File: config.mk
export PLATFORM = sky130hd
export DESIGN_NAME = cjf_channel
export DESIGN_NICKNAME = d
export VERILOG_FILES = /design/src/hw/cjf_pkg.sv /design/src/hw/cjf_channel.sv
export VERILOG_INCLUDE_DIRS = /design/src /design/src/hw
export SDC_FILE = /design/constraint.sdc
export NUM_CORES = 2
export LEC_CHECK = 0
export BUFFER_PORTS_ARGS = -buffer_cell sky130_fd_sc_hd__buf_2
export CAP_MARGIN = 40
export CORE_ASPECT_RATIO = 0.7
export CORE_UTILIZATION = 55
export DETAILED_ROUTE_END_ITERATION = 10
export HOLD_SLACK_MARGIN = 0.02
export PLACE_DENSITY = 0.78
export SLEW_MARGIN = 20
export SYNTH_ARGS = -nofsm -noshare
export SYNTH_HDL_FRONTEND = slang
export SYNTH_SLANG_ARGS = --single-unit
File: constraint.sdc
create_clock -name sys_clk -period 5.4 [get_ports sys_clk]
set_input_delay 0.81 -clock sys_clk [delete_from_list [all_inputs] [get_ports sys_clk]]
set_output_delay 0.81 -clock sys_clk [all_outputs]
set_load 0.03 [all_outputs]
File: src/hw/cjf_params.svh
// Register map, field positions, reset values and timing counts
//
// Contract
// - Per-channel bit places attenuator in receive/transmit
// - Two-bit field: depth 16, 32 or bypass
// - FIFO written on path clock, read smoothed
// - Smoothed clock made internally, one per channel
// - Fill within two of limits sets flag
// - Reading flag resets FIFO and clears flag; a set in the same cycle wins, so the flag survives that read
// - Pattern enable sends 2^23-1 or 2^15-1
// - Pattern enable also starts receive checker
// - Checker locked drives violation output low
// - Out of lock: status bit set, output high
// - Zero-to-one insert write adds one error
// - Each detected error pulses output one period
// - Pattern mode forces single-rail format, except on transmit in remote loopback and on receive in digital loopback
// - Two bits select three loopback modes
// - Digital loopback routes transmit pins to receive
// - Remote loopback returns received data to transmit
`ifndef CJF_PARAMS_SVH
`define CJF_PARAMS_SVH

// ----------------------------------------------------------------
// Register map (byte addresses, one word per channel)
// ----------------------------------------------------------------
`define CJF_CTRL_BASE   8'h00
`define CJF_STAT_BASE   8'h40
`define CJF_CTRL_RESET  8'h00

// ----------------------------------------------------------------
// Control fields
// ----------------------------------------------------------------
`define CJF_F_PATH      0
`define CJF_F_CFG0      1
`define CJF_F_CFG1      2
`define CJF_F_PAT_EN    3
`define CJF_F_INS       4
`define CJF_F_LB_A      5
`define CJF_F_LB_B      6
`define CJF_F_RATE_E3   7

// ----------------------------------------------------------------
// Status fields
// ----------------------------------------------------------------
`define CJF_S_LIMIT     0
`define CJF_S_SYNC_LOST 1
`define CJF_S_RUNNING   2

// ----------------------------------------------------------------
// Timing and thresholds
// ----------------------------------------------------------------
`define CJF_FIFO_MAX    32
`define CJF_LIMIT_GAP   2
`define CJF_CLK_LOW     2
`define CJF_SYNC_GOOD   32
`define CJF_LOSS_ERR    4
`define CJF_PRBS23_TAP  17
`define CJF_PRBS15_TAP  13

`endif

File: src/hw/cjf_pkg.sv
// Types shared by the channel logic
package cjf_pkg;

	typedef struct packed {
		logic rate_e3;
		logic loop_b;
		logic loop_a;
		logic err_insert;
		logic pattern_enable;
		logic cfg_bit1;
		logic cfg_bit0;
		logic path_tx;
	} cjf_ctrl_t;

	typedef struct packed {
		logic pos;
		logic neg;
	} cjf_rail_t;

	typedef enum logic [1:0] {
		CJF_LB_NONE,
		CJF_LB_ANALOG,
		CJF_LB_REMOTE,
		CJF_LB_DIGITAL
	} cjf_lb_t;

	typedef enum logic {
		CJF_HUNT,
		CJF_LOCK
	} cjf_chk_t;

endpackage : cjf_pkg

File: src/hw/cjf_channel.sv
// Jitter attenuator FIFO, pattern generator/checker and loopbacks
//
// Implementation choices: the address map and the Avalon-MM slave port.
`timescale 1ns/10ps
`default_nettype none
`include "cjf_params.svh"

module cjf_channel
	import cjf_pkg::*;
#(
	parameter int CHANNELS = 4
) (
	// Clock and reset
	input  wire logic                  sys_clk,
	input  wire logic                  rst,
	// Avalon-MM slave
	input  wire logic [7:0]            avs_address,
	input  wire logic                  avs_read,
	input  wire logic                  avs_write,
	input  wire logic [3:0]            avs_byteenable,
	input  wire logic [31:0]           avs_writedata,
	output logic      [31:0]           avs_readdata,
	output logic                       avs_waitrequest,
	// Framer transmit side
	input  wire logic [CHANNELS-1:0]   line_transmit_clock,
	input  wire logic [CHANNELS-1:0]   transmit_positive_data,
	input  wire logic [CHANNELS-1:0]   transmit_negative_data,
	// Framer receive side
	output logic      [CHANNELS-1:0]   line_receive_clock,
	output logic      [CHANNELS-1:0]   receive_positive_data,
	output logic      [CHANNELS-1:0]   rx_neg_violation_out,
	// Line side, toward the driver
	output logic      [CHANNELS-1:0]   tx_line_clock,
	output logic      [CHANNELS-1:0]   tx_line_pos,
	output logic      [CHANNELS-1:0]   tx_line_neg,
	// Line side, from clock recovery
	input  wire logic [CHANNELS-1:0]   rx_line_clock,
	input  wire logic [CHANNELS-1:0]   rx_line_pos,
	input  wire logic [CHANNELS-1:0]   rx_line_neg
);

	initial begin
		if (CHANNELS < 1 || CHANNELS > 16)
			$error("CHANNELS must be 1 to 16");
	end

	// ----------------------------------------------------------------
	// Register bus
	// ----------------------------------------------------------------
	cjf_ctrl_t         ctrl_r [CHANNELS];
	logic [2:0]        stat   [CHANNELS];
	logic [CHANNELS-1:0] limit_rd;
	logic              wait_r;
	logic              accept;
	logic [31:0]       rd_mux;

	assign accept = (avs_read || avs_write) && !wait_r;

	always_comb begin
		rd_mux   = 32'h0;
		limit_rd = '0;
		for (int c = 0; c < CHANNELS; c++) begin
			if (avs_address == `CJF_CTRL_BASE + 8'(4 * c))
				rd_mux = {24'h0, ctrl_r[c]};
			if (avs_address == `CJF_STAT_BASE + 8'(4 * c)) begin
				rd_mux = {29'h0, stat[c]};
				limit_rd[c] = accept && avs_read;
			end
		end
	end

	// One wait cycle, then the answer stands for the accepting edge
	always_ff @(posedge sys_clk) begin
		if (rst) begin
			wait_r       <= 1'b1;
			avs_readdata <= 32'h0;
		end else if ((avs_read || avs_write) && wait_r) begin
			wait_r       <= 1'b0;
			avs_readdata <= avs_read ? rd_mux : 32'h0;
		end else begin
			wait_r <= 1'b1;
		end
	end

	assign avs_waitrequest = wait_r;

	always_ff @(posedge sys_clk) begin
		for (int c = 0; c < CHANNELS; c++) begin
			if (rst)
				ctrl_r[c] <= `CJF_CTRL_RESET;
			else if (accept && avs_write && avs_byteenable[0]
				&& avs_address == `CJF_CTRL_BASE + 8'(4 * c))
				ctrl_r[c] <= avs_writedata[7:0];
		end
	end

	// ----------------------------------------------------------------
	// Per-channel datapath
	// ----------------------------------------------------------------
	for (genvar ch = 0; ch < CHANNELS; ch++) begin : g_ch
		cjf_ctrl_t  cr;
		cjf_lb_t    lb;
		logic [2:0] s_tc, s_tp, s_tn, s_rc, s_rp, s_rn;
		logic       l_tc, l_tp, l_tn, l_rc, l_rp, l_rn;
		logic       tx_ev, rx_pin_ev;
		logic       ja_bypass, ja_deep;
		logic       rx_in_ev, tx_in_ev, ja_in_ev, ja_out_ev;
		logic       rx_st_ev, tx_st_ev;
		cjf_rail_t  rx_in_d, tx_in_d, ja_in_d, ja_out_d;
		cjf_rail_t  rx_st_d, tx_st_d;

		assign cr = ctrl_r[ch];
		// Select decoding: a=remote, b=analog, both=digital
		assign lb = cjf_lb_t'({cr.loop_a, cr.loop_b});

		// Three-stage synchronisers; a level counts when stage 2 and 3 agree
		always_ff @(posedge sys_clk) begin
			if (rst) begin
				{s_tc, s_tp, s_tn, s_rc, s_rp, s_rn} <= '0;
				{l_tc, l_tp, l_tn, l_rc, l_rp, l_rn} <= '0;
			end else begin
				s_tc <= {s_tc[1:0], line_transmit_clock[ch]};
				s_tp <= {s_tp[1:0], transmit_positive_data[ch]};
				s_tn <= {s_tn[1:0], transmit_negative_data[ch]};
				s_rc <= {s_rc[1:0], rx_line_clock[ch]};
				s_rp <= {s_rp[1:0], rx_line_pos[ch]};
				s_rn <= {s_rn[1:0], rx_line_neg[ch]};
				if (s_tc[1] == s_tc[2]) l_tc <= s_tc[2];
				if (s_tp[1] == s_tp[2]) l_tp <= s_tp[2];
				if (s_tn[1] == s_tn[2]) l_tn <= s_tn[2];
				if (s_rc[1] == s_rc[2]) l_rc <= s_rc[2];
				if (s_rp[1] == s_rp[2]) l_rp <= s_rp[2];
				if (s_rn[1] == s_rn[2]) l_rn <= s_rn[2];
			end
		end

		assign tx_ev     = s_tc[1] && s_tc[2] && !l_tc;
		assign rx_pin_ev = s_rc[1] && s_rc[2] && !l_rc;

		// ------------------------------------------------------------
		// Pattern generator with single error insertion
		// ------------------------------------------------------------
		logic [22:0] gen_r;
		logic        gen_fb;
		logic        ins_prev_r, ins_pend_r;

		// Standard taps: x^23+x^18+1 and x^15+x^14+1
		assign gen_fb = cr.rate_e3
			? gen_r[22] ^ gen_r[`CJF_PRBS23_TAP]
			: gen_r[14] ^ gen_r[`CJF_PRBS15_TAP];

		always_ff @(posedge sys_clk) begin
			if (rst || !cr.pattern_enable)
				gen_r <= 23'h7FFFFF;
			else if (tx_ev && lb != CJF_LB_REMOTE)
				gen_r <= {gen_r[21:0], gen_fb};
		end

		// Only a fresh zero-to-one write arms an error
		always_ff @(posedge sys_clk) begin
			if (rst) begin
				ins_prev_r <= 1'b0;
				ins_pend_r <= 1'b0;
			end else begin
				ins_prev_r <= cr.err_insert;
				if (cr.pattern_enable && cr.err_insert && !ins_prev_r)
					ins_pend_r <= 1'b1;
				else if (tx_ev && lb != CJF_LB_REMOTE || !cr.pattern_enable)
					ins_pend_r <= 1'b0;
			end
		end

		// ------------------------------------------------------------
		// Stream selection around the attenuator
		// ------------------------------------------------------------
		logic      tl_ev_r;
		cjf_rail_t tl_d_r;

		always_comb begin
			// Analog loopback feeds the line output back in
			if (lb == CJF_LB_ANALOG) begin
				rx_in_ev = tl_ev_r;
				rx_in_d  = tl_d_r;
			end else begin
				rx_in_ev = rx_pin_ev;
				rx_in_d  = '{pos: l_rp, neg: l_rn};
			end
			rx_st_ev = (!ja_bypass && !cr.path_tx) ? ja_out_ev : rx_in_ev;
			rx_st_d  = (!ja_bypass && !cr.path_tx) ? ja_out_d  : rx_in_d;
			// Remote loopback ignores transmit pins
			if (lb == CJF_LB_REMOTE) begin
				tx_in_ev = rx_st_ev;
				tx_in_d  = rx_st_d;
			end else if (cr.pattern_enable) begin
				tx_in_ev = tx_ev;
				tx_in_d  = '{pos: gen_fb ^ ins_pend_r, neg: 1'b0};
			end else begin
				tx_in_ev = tx_ev;
				tx_in_d  = '{pos: l_tp, neg: l_tn};
			end
			ja_in_ev = cr.path_tx ? tx_in_ev : rx_in_ev;
			ja_in_d  = cr.path_tx ? tx_in_d  : rx_in_d;
			tx_st_ev = (!ja_bypass && cr.path_tx) ? ja_out_ev : tx_in_ev;
			tx_st_d  = (!ja_bypass && cr.path_tx) ? ja_out_d  : tx_in_d;
		end

		// ------------------------------------------------------------
		// Jitter attenuator FIFO and smoothed read clock
		// ------------------------------------------------------------
		cjf_rail_t  mem [`CJF_FIFO_MAX];
		logic [5:0] wptr_r, rptr_r, fill, depth;
		logic       run_r, lim_r, near;
		logic [7:0] per_cnt_r, rd_cnt_r, rd_per;
		logic [11:0] avg_r;

		// 00 and 11 bypass, 01 shallow, 10 deep
		assign ja_bypass = cr.cfg_bit0 == cr.cfg_bit1;
		assign ja_deep   = cr.cfg_bit1;
		assign depth     = ja_deep ? 6'd32 : 6'd16;
		assign fill      = wptr_r - rptr_r;
		assign near      = fill <= 6'(`CJF_LIMIT_GAP)
			|| fill >= depth - 6'(`CJF_LIMIT_GAP);
		// Read period tracks the averaged write period, nudged by fill
		always_comb begin
			rd_per = avg_r[11:4];
			if (fill > (depth >> 1))
				rd_per = avg_r[11:4] - 8'h01;
			else if (fill < (depth >> 1))
				rd_per = avg_r[11:4] + 8'h01;
		end
		assign ja_out_ev = run_r && rd_cnt_r >= rd_per && fill != 6'h00;
		assign ja_out_d  = mem[rptr_r[4:0]];

		always_ff @(posedge sys_clk) begin
			if (ja_in_ev && !ja_bypass && fill < depth)
				mem[wptr_r[4:0]] <= ja_in_d;
		end

		// Reading the flag empties the FIFO and restarts centring
		always_ff @(posedge sys_clk) begin
			if (rst || ja_bypass || limit_rd[ch]) begin
				wptr_r <= 6'h00;
				rptr_r <= 6'h00;
				run_r  <= 1'b0;
			end else begin
				if (ja_in_ev && fill < depth)
					wptr_r <= wptr_r + 6'h01;
				if (ja_out_ev)
					rptr_r <= rptr_r + 6'h01;
				if (fill >= (depth >> 1))
					run_r <= 1'b1;
			end
		end

		// Internal smoothed clock, no reference needed
		always_ff @(posedge sys_clk) begin
			if (rst) begin
				per_cnt_r <= 8'h00;
				rd_cnt_r  <= 8'h00;
				avg_r     <= 12'h080;
			end else begin
				per_cnt_r <= ja_in_ev ? 8'h01
					: (per_cnt_r == 8'hFF ? per_cnt_r : per_cnt_r + 8'h01);
				if (ja_in_ev)
					avg_r <= avg_r
						+ 12'($signed({per_cnt_r, 4'h0} - avg_r) >>> 3);
				rd_cnt_r <= ja_out_ev || !run_r ? 8'h01
					: (rd_cnt_r == 8'hFF ? rd_cnt_r : rd_cnt_r + 8'h01);
			end
		end

		// Set wins over the clearing read
		always_ff @(posedge sys_clk) begin
			if (rst)
				lim_r <= 1'b0;
			else if (run_r && near && !ja_bypass)
				lim_r <= 1'b1;
			else if (limit_rd[ch])
				lim_r <= 1'b0;
		end

		// ------------------------------------------------------------
		// Pattern checker
		// ------------------------------------------------------------
		logic [22:0] chk_r;
		logic        chk_err;
		cjf_chk_t    chk_st;
		logic [5:0]  good_r;
		logic [2:0]  bad_r;

		assign chk_err = rx_st_d.pos ^ (cr.rate_e3
			? chk_r[22] ^ chk_r[`CJF_PRBS23_TAP]
			: chk_r[14] ^ chk_r[`CJF_PRBS15_TAP]);

		// Checker shares the generator's enable bit
		always_ff @(posedge sys_clk) begin
			if (rst || !cr.pattern_enable) begin
				chk_r  <= 23'h0;
				chk_st <= CJF_HUNT;
				good_r <= 6'h00;
				bad_r  <= 3'h0;
			end else if (rx_st_ev) begin
				chk_r  <= {chk_r[21:0], rx_st_d.pos};
				good_r <= chk_err ? 6'h00 : good_r + 6'h01;
				unique case (chk_st)
					CJF_HUNT: begin
						bad_r <= 3'h0;
						if (!chk_err && good_r == 6'(`CJF_SYNC_GOOD - 1))
							chk_st <= CJF_LOCK;
					end
					CJF_LOCK: begin
						if (chk_err && bad_r == 3'(`CJF_LOSS_ERR - 1))
							chk_st <= CJF_HUNT;
						else if (chk_err)
							bad_r <= bad_r + 3'h1;
						else if (good_r == 6'h3F)
							bad_r <= 3'h0;
					end
				endcase
			end
		end

		assign stat[ch] = {run_r,
			cr.pattern_enable && chk_st == CJF_HUNT, lim_r};

		// ------------------------------------------------------------
		// Output retiming and clock shaping
		// ------------------------------------------------------------
		logic [1:0] rx_lo_r, tx_lo_r;

		always_ff @(posedge sys_clk) begin
			if (rst) begin
				line_receive_clock[ch]    <= 1'b0;
				receive_positive_data[ch] <= 1'b0;
				rx_neg_violation_out[ch]  <= 1'b0;
				rx_lo_r                   <= 2'h0;
			end else if (lb == CJF_LB_DIGITAL) begin
				line_receive_clock[ch]    <= l_tc;
				receive_positive_data[ch] <= l_tp;
				rx_neg_violation_out[ch]  <= l_tn;
			end else if (rx_st_ev) begin
				line_receive_clock[ch]    <= 1'b0;
				rx_lo_r                   <= 2'(`CJF_CLK_LOW);
				receive_positive_data[ch] <= rx_st_d.pos;
				if (!cr.pattern_enable)
					rx_neg_violation_out[ch] <= rx_st_d.neg;
				else if (chk_st == CJF_HUNT)
					rx_neg_violation_out[ch] <= 1'b1;
				else
					rx_neg_violation_out[ch] <= chk_err;
			end else if (rx_lo_r != 2'h0) begin
				rx_lo_r <= rx_lo_r - 2'h1;
				if (rx_lo_r == 2'h1)
					line_receive_clock[ch] <= 1'b1;
			end
		end

		always_ff @(posedge sys_clk) begin
			if (rst) begin
				tx_line_clock[ch] <= 1'b0;
				tx_line_pos[ch]   <= 1'b0;
				tx_line_neg[ch]   <= 1'b0;
				tl_ev_r           <= 1'b0;
				tl_d_r            <= '0;
				tx_lo_r           <= 2'h0;
			end else begin
				tl_ev_r <= tx_st_ev;
				if (tx_st_ev) begin
					tl_d_r            <= tx_st_d;
					tx_line_clock[ch] <= 1'b0;
					tx_lo_r           <= 2'(`CJF_CLK_LOW);
					tx_line_pos[ch]   <= tx_st_d.pos;
					tx_line_neg[ch]   <= tx_st_d.neg;
				end else if (tx_lo_r != 2'h0) begin
					tx_lo_r <= tx_lo_r - 2'h1;
					if (tx_lo_r == 2'h1)
						tx_line_clock[ch] <= 1'b1;
				end
			end
		end
	end

endmodule : cjf_channel
`default_nettype wire

==> run metrics <==
Root Buffer sky130_fd_sc_hd__clkbuf_16; register share of total power 50.5%; final wirelength 91760 um; maximum number of buffers from clock root to sink 3; class of the tightest hold or removal check in -> reg; area growth from synthesis to final layout 11.48%; vias in the first global route 27830; width of the die 327.2 um; total of flip-flops plus latches after synthesis 857; Buffers on Ports 77; most instantiated library cell after synthesis sky130_fd_sc_hd__nand2_1; Slowest-stage cell, CP sky130_fd_sc_hd__or4_4; Worst setup SP type flip-flop; pin count of the biggest net entering global routing 155; number of cells traversed by the worst register-to-register path 23; Worst slew margin 39.66%; Power per Cell Area 297.2 nW/um^2; list of cells traversed by the critical path inv_1 > ha_1 > inv_1 > fa_2 > a21o_1 > a21oi_1 > xnor2_1 > ha_1 > nand3_1 > or4_4 > nor4b_2 > a22o_1 > xnor2_1 > ha_1 > a21o_1 > a21o_1 > a21oi_1 > o31a_1 > a211oi_1 > buf_4 > or2_4 > or3_1 > a21oi_1; setup skew after layout 0.02920 ns; Tightest Pin Transition 0.8937 ns; number of instances on the worst hold path 2; proportion of layout cells with a drive suffix above 1 10.15%; Cell variety after synth 89; register clock-pin slew on the reported worst setup and hold paths 0.06 ns; cell class contributing the biggest share of worst-path delay compound AO/OA/AOI/OAI gates; per-cell via count in the routed design 5.771; number of ports placed on the die boundary 129; count of flip-flops with a built-in enable after synthesis 288; fin util 61.91%; proportion of power drawn by combinational gates 5.6%; synthesized area 40720 um^2; dominant cells by area after synthesis sky130_fd_sc_hd__dfxtp_1 (28%), sky130_fd_sc_hd__edfxtp_1 (21%), sky130_fd_sc_hd__ha_1 (6.1%); Placement Rows 83; sort of element at the end of the critical path flip-flop; Final setup violation count 0; Starting Density 55.53%; Crit path depth 23; delay of the slowest cell on the worst path 0.44 ns; number of pins exceeding their max-slew limit in the final report 0; Crit Reg-Reg Startpoint g_ch[3].wptr_r[0]$_SDFFE_PP0P_; post-layout min period 5.195 ns; Synth area leader sky130_fd_sc_hd__dfxtp_1; status complete, no violations; Total Neg Setup Slack 0 ns; slack of the worst reg-to-reg path 0.21 ns; cts hold-fix bufs 0; number of buffer and inverter stages on the critical path 3; clock network fraction of total power 43.9%; Chip Height 229.6 um; net count of the finished layout 4528; number of cells in the design after placement 5134; reported max-cap violation count 0; later-pin clock latency in the skew report 0.65 ns; Routability Congestion 0.9011; Internal Dissipation 0.01043 W; TritonCTS clock tree built; switch share 22.67%; predominant post-synthesis flop cell sky130_fd_sc_hd__dfxtp_1; arrival time of data at the critical path endpoint 5.75 ns; number of clock buffers inserted by TritonCTS 82; sum of overflow across all layers after global routing 0; average cell area after synthesis 9.795 um^2; number of sinks driven by the clock tree 857; die outline area 75140 um^2; start point of the critical path g_ch[3].wptr_r[0]$_SDFFE_PP0P_; top-area cell type share of the netlist area 27.98%; endpoint of the worst-slack reg-to-reg timing path line_receive_clock[3]$_SDFFE_PP0P_; warning count from the yosys run 0; required time of the critical path 5.96 ns; via count 30570; Design Power 0.01349 W; first-pass GRT wire length 146200 um; ranking of synthesized cells by instance count sky130_fd_sc_hd__nand2_1 (573), sky130_fd_sc_hd__dfxtp_1 (569), sky130_fd_sc_hd__nor2_1 (456); Max Fanout on Critical Path 8; portion of the post-synthesis area used by sequential elements 49.22%; number of antenna violations at the first check in global routing 11; hold violation total from the final report 0; Synth Instances 4157; detailed placer's ending HPWL 63170 um; Detail Route Antenna Nets 0; worst setup path category reg -> reg; area of the placeable core 73320 um^2; switching power total 0.003059 W; Leakage Power 16.88 nW; Max Freq 192.5 MHz; non-filler cells, final 5297; number of detailed-route iterations in the first pass 6; critical path capture point line_receive_clock[3]$_SDFFE_PP0P_; Worst VDD drop 0.2886 mV; average wire per standard cell 17.32 um; maximum level of the CTS H-tree 3; Period Utilization, post-route 96.20%; overall fraction of global-route tracks in use 23.92%; detailed router's first-iteration violation count 2972; post-detailed-route DRC marker count 0; share of synthesized flip-flops with an asynchronous set or reset 0%
==> worst min-delay path by stage <==
| stage | start | to | slack [ns] |
|---|---|---|---|
| 2_1_floorplan | g_ch[0].s_rc[0]$_SDFF_PP0_ | g_ch[0].s_rc[1]$_SDFF_PP0_ | 0.41 |
| 3_3_place_gp | g_ch[2].s_tp[0]$_SDFF_PP0_ | g_ch[2].s_tp[1]$_SDFF_PP0_ | 0.42 |
| 3_5_place_dp | g_ch[2].s_rp[0]$_SDFF_PP0_ | g_ch[2].s_rp[1]$_SDFF_PP0_ | 0.42 |
| 4_1_cts | rx_line_clock[0] | g_ch[0].s_rc[0]$_SDFF_PP0_ | 0.34 |
| 5_1_grt | line_transmit_clock[3] | g_ch[3].s_tc[0]$_SDFF_PP0_ | 0.37 |
| 6_report | transmit_negative_data[2] | g_ch[2].s_tn[0]$_SDFF_PP0_ | 0.37 |
==> flip-flops by register name, indices dropped and copies added, names as in the netlist, 32 cells and up, named ones only <==
signal,flops
g_ch.chk_r,92
g_ch.per_cnt_r,32
g_ch.gen_r,92
g_ch.rd_cnt_r,32
ctrl_r,32
g_ch.mem,256
g_ch.avg_r,48
==> timing repair <==
item / CTS / global route
resized for setup: 2 / 30
pin swaps: 0 / 6
setup endpoints to repair: 1 / 189
setup buffers: 2 / 2
==> area by class of cell <==
type,instances,area (um^2)
antenna,5,12.51
inverter,143,536.8
clock buffer,119,2372
timing repair buffer,164,1191
tap,977,1222
multi-input combinational,3000,19610
sequential,857,20040
fill,5870,27930
clock inverter,32,406.6
==> power by group through the flow <==
stage | Sequential [W] | Combinational [W] | Clock (W)
floorplan | 0.00694 | 0.000557 | 0
global placement | 0.00695 | 0.000707 | 0
detailed placement | 0.00695 | 0.000735 | 0
CTS | 0.00681 | 0.000740 | 0.00601
global route | 0.00682 | 0.000848 | 0.00626
finish | 0.00681 | 0.000755 | 0.00592
==> cell families after synthesis <==
family                     Yosys count  synth area share [%]
adders and majority gates          210                 6.588
AOI/OAI and AO/OA                  671                 10.33
other                                1              0.009210
buffers and inverters              323                 3.313
xor gates and xnor gates           216                 4.683
DFF                                857                 49.22
and+or+nand+nor                   1731                 19.72
muxes                              148                 6.143
==> worst register-to-register path: stages, from the launching register on <==
cell and delay [ns]:
sky130_fd_sc_hd__dfxtp_1 0.31, sky130_fd_sc_hd__inv_1 0.11, sky130_fd_sc_hd__ha_1 0.19, sky130_fd_sc_hd__inv_1 0.06, sky130_fd_sc_hd__fa_2 0.38, sky130_fd_sc_hd__a21o_1 0.18
sky130_fd_sc_hd__a21oi_1 0.16, sky130_fd_sc_hd__xnor2_1 0.14, sky130_fd_sc_hd__ha_1 0.37, sky130_fd_sc_hd__nand3_1 0.10, sky130_fd_sc_hd__or4_4 0.44, sky130_fd_sc_hd__nor4b_2 0.19
sky130_fd_sc_hd__a22o_1 0.23, sky130_fd_sc_hd__xnor2_1 0.13, sky130_fd_sc_hd__ha_1 0.30, sky130_fd_sc_hd__a21o_1 0.18, sky130_fd_sc_hd__a21o_1 0.17, sky130_fd_sc_hd__a21oi_1 0.15
sky130_fd_sc_hd__o31a_1 0.22, sky130_fd_sc_hd__a211oi_1 0.09, sky130_fd_sc_hd__buf_4 0.20, sky130_fd_sc_hd__or2_4 0.29, sky130_fd_sc_hd__or3_1 0.38, sky130_fd_sc_hd__a21oi_1 0.15
==> cells in the final DEF (no fill, tap or decap), drive strengths merged, types with 10 or more instances in the layout <==
| cell type | synthesis | final |
|---|---|---|
| conb | 1 | 24 |
| a2111oi | 15 | 15 |
| o211ai | 17 | 17 |
| o2111ai | 10 | 10 |
| a21oi | 291 | 291 |
| mux4 | 77 | 77 |
| o21bai | 10 | 10 |
| nand3b | 25 | 25 |
| nor2b | 113 | 113 |
| nor3 | 100 | 100 |
| nand3 | 188 | 188 |
| a211oi | 18 | 18 |
| or2 | 14 | 14 |
| a21o | 22 | 22 |
| buf | 51 | 162 |
| or3 | 28 | 28 |
| nand2 | 573 | 573 |
| dfxtp | 569 | 569 |
| inv | 143 | 147 |
| and2 | 51 | 51 |
| and3 | 32 | 32 |
| o21a | 19 | 19 |
| edfxtp | 288 | 288 |
| a31oi | 34 | 34 |
| ha | 200 | 200 |
| nand2b | 30 | 30 |
| nor4b | 10 | 10 |
| nor4 | 27 | 27 |
| xnor2 | 120 | 120 |
| xor2 | 96 | 96 |
| clkinv | 0 | 19 |
| a22oi | 27 | 27 |
| mux2i | 62 | 62 |
| clkbuf | 129 | 121 |
| nor2 | 456 | 456 |
| nand4 | 46 | 46 |
| or4 | 10 | 10 |
| o21ai | 101 | 101 |
| o31ai | 11 | 11 |
==> per-layer routing <==
metal	vias to the layer above	track usage [%]	wire length, um
li1	14910	-	-
met1	14530	35.60	42460
met2	970	34.77	39390
met3	145	5.482	7976
met4	16	6.396	1851
met5	-	0	86
==> stage by stage <==
| stage | hold slack (ns) | setup slack, ns | instance area [um^2] |
|---|---|---|---|
| after floorplan | 0.4138 | 0.02185 | 40800 |
| after global placement | 0.4180 | 0.1532 | 42210 |
| after detailed placement | 0.4247 | -0.005938 | 42400 |
| after CTS | 0.3403 | 0.04407 | 45200 |
| after global routing | 0.3698 | -0.02550 | 45380 |
| final | 0.3687 | 0.2054 | 45390 |
Power figures use the tool's default switching activity.
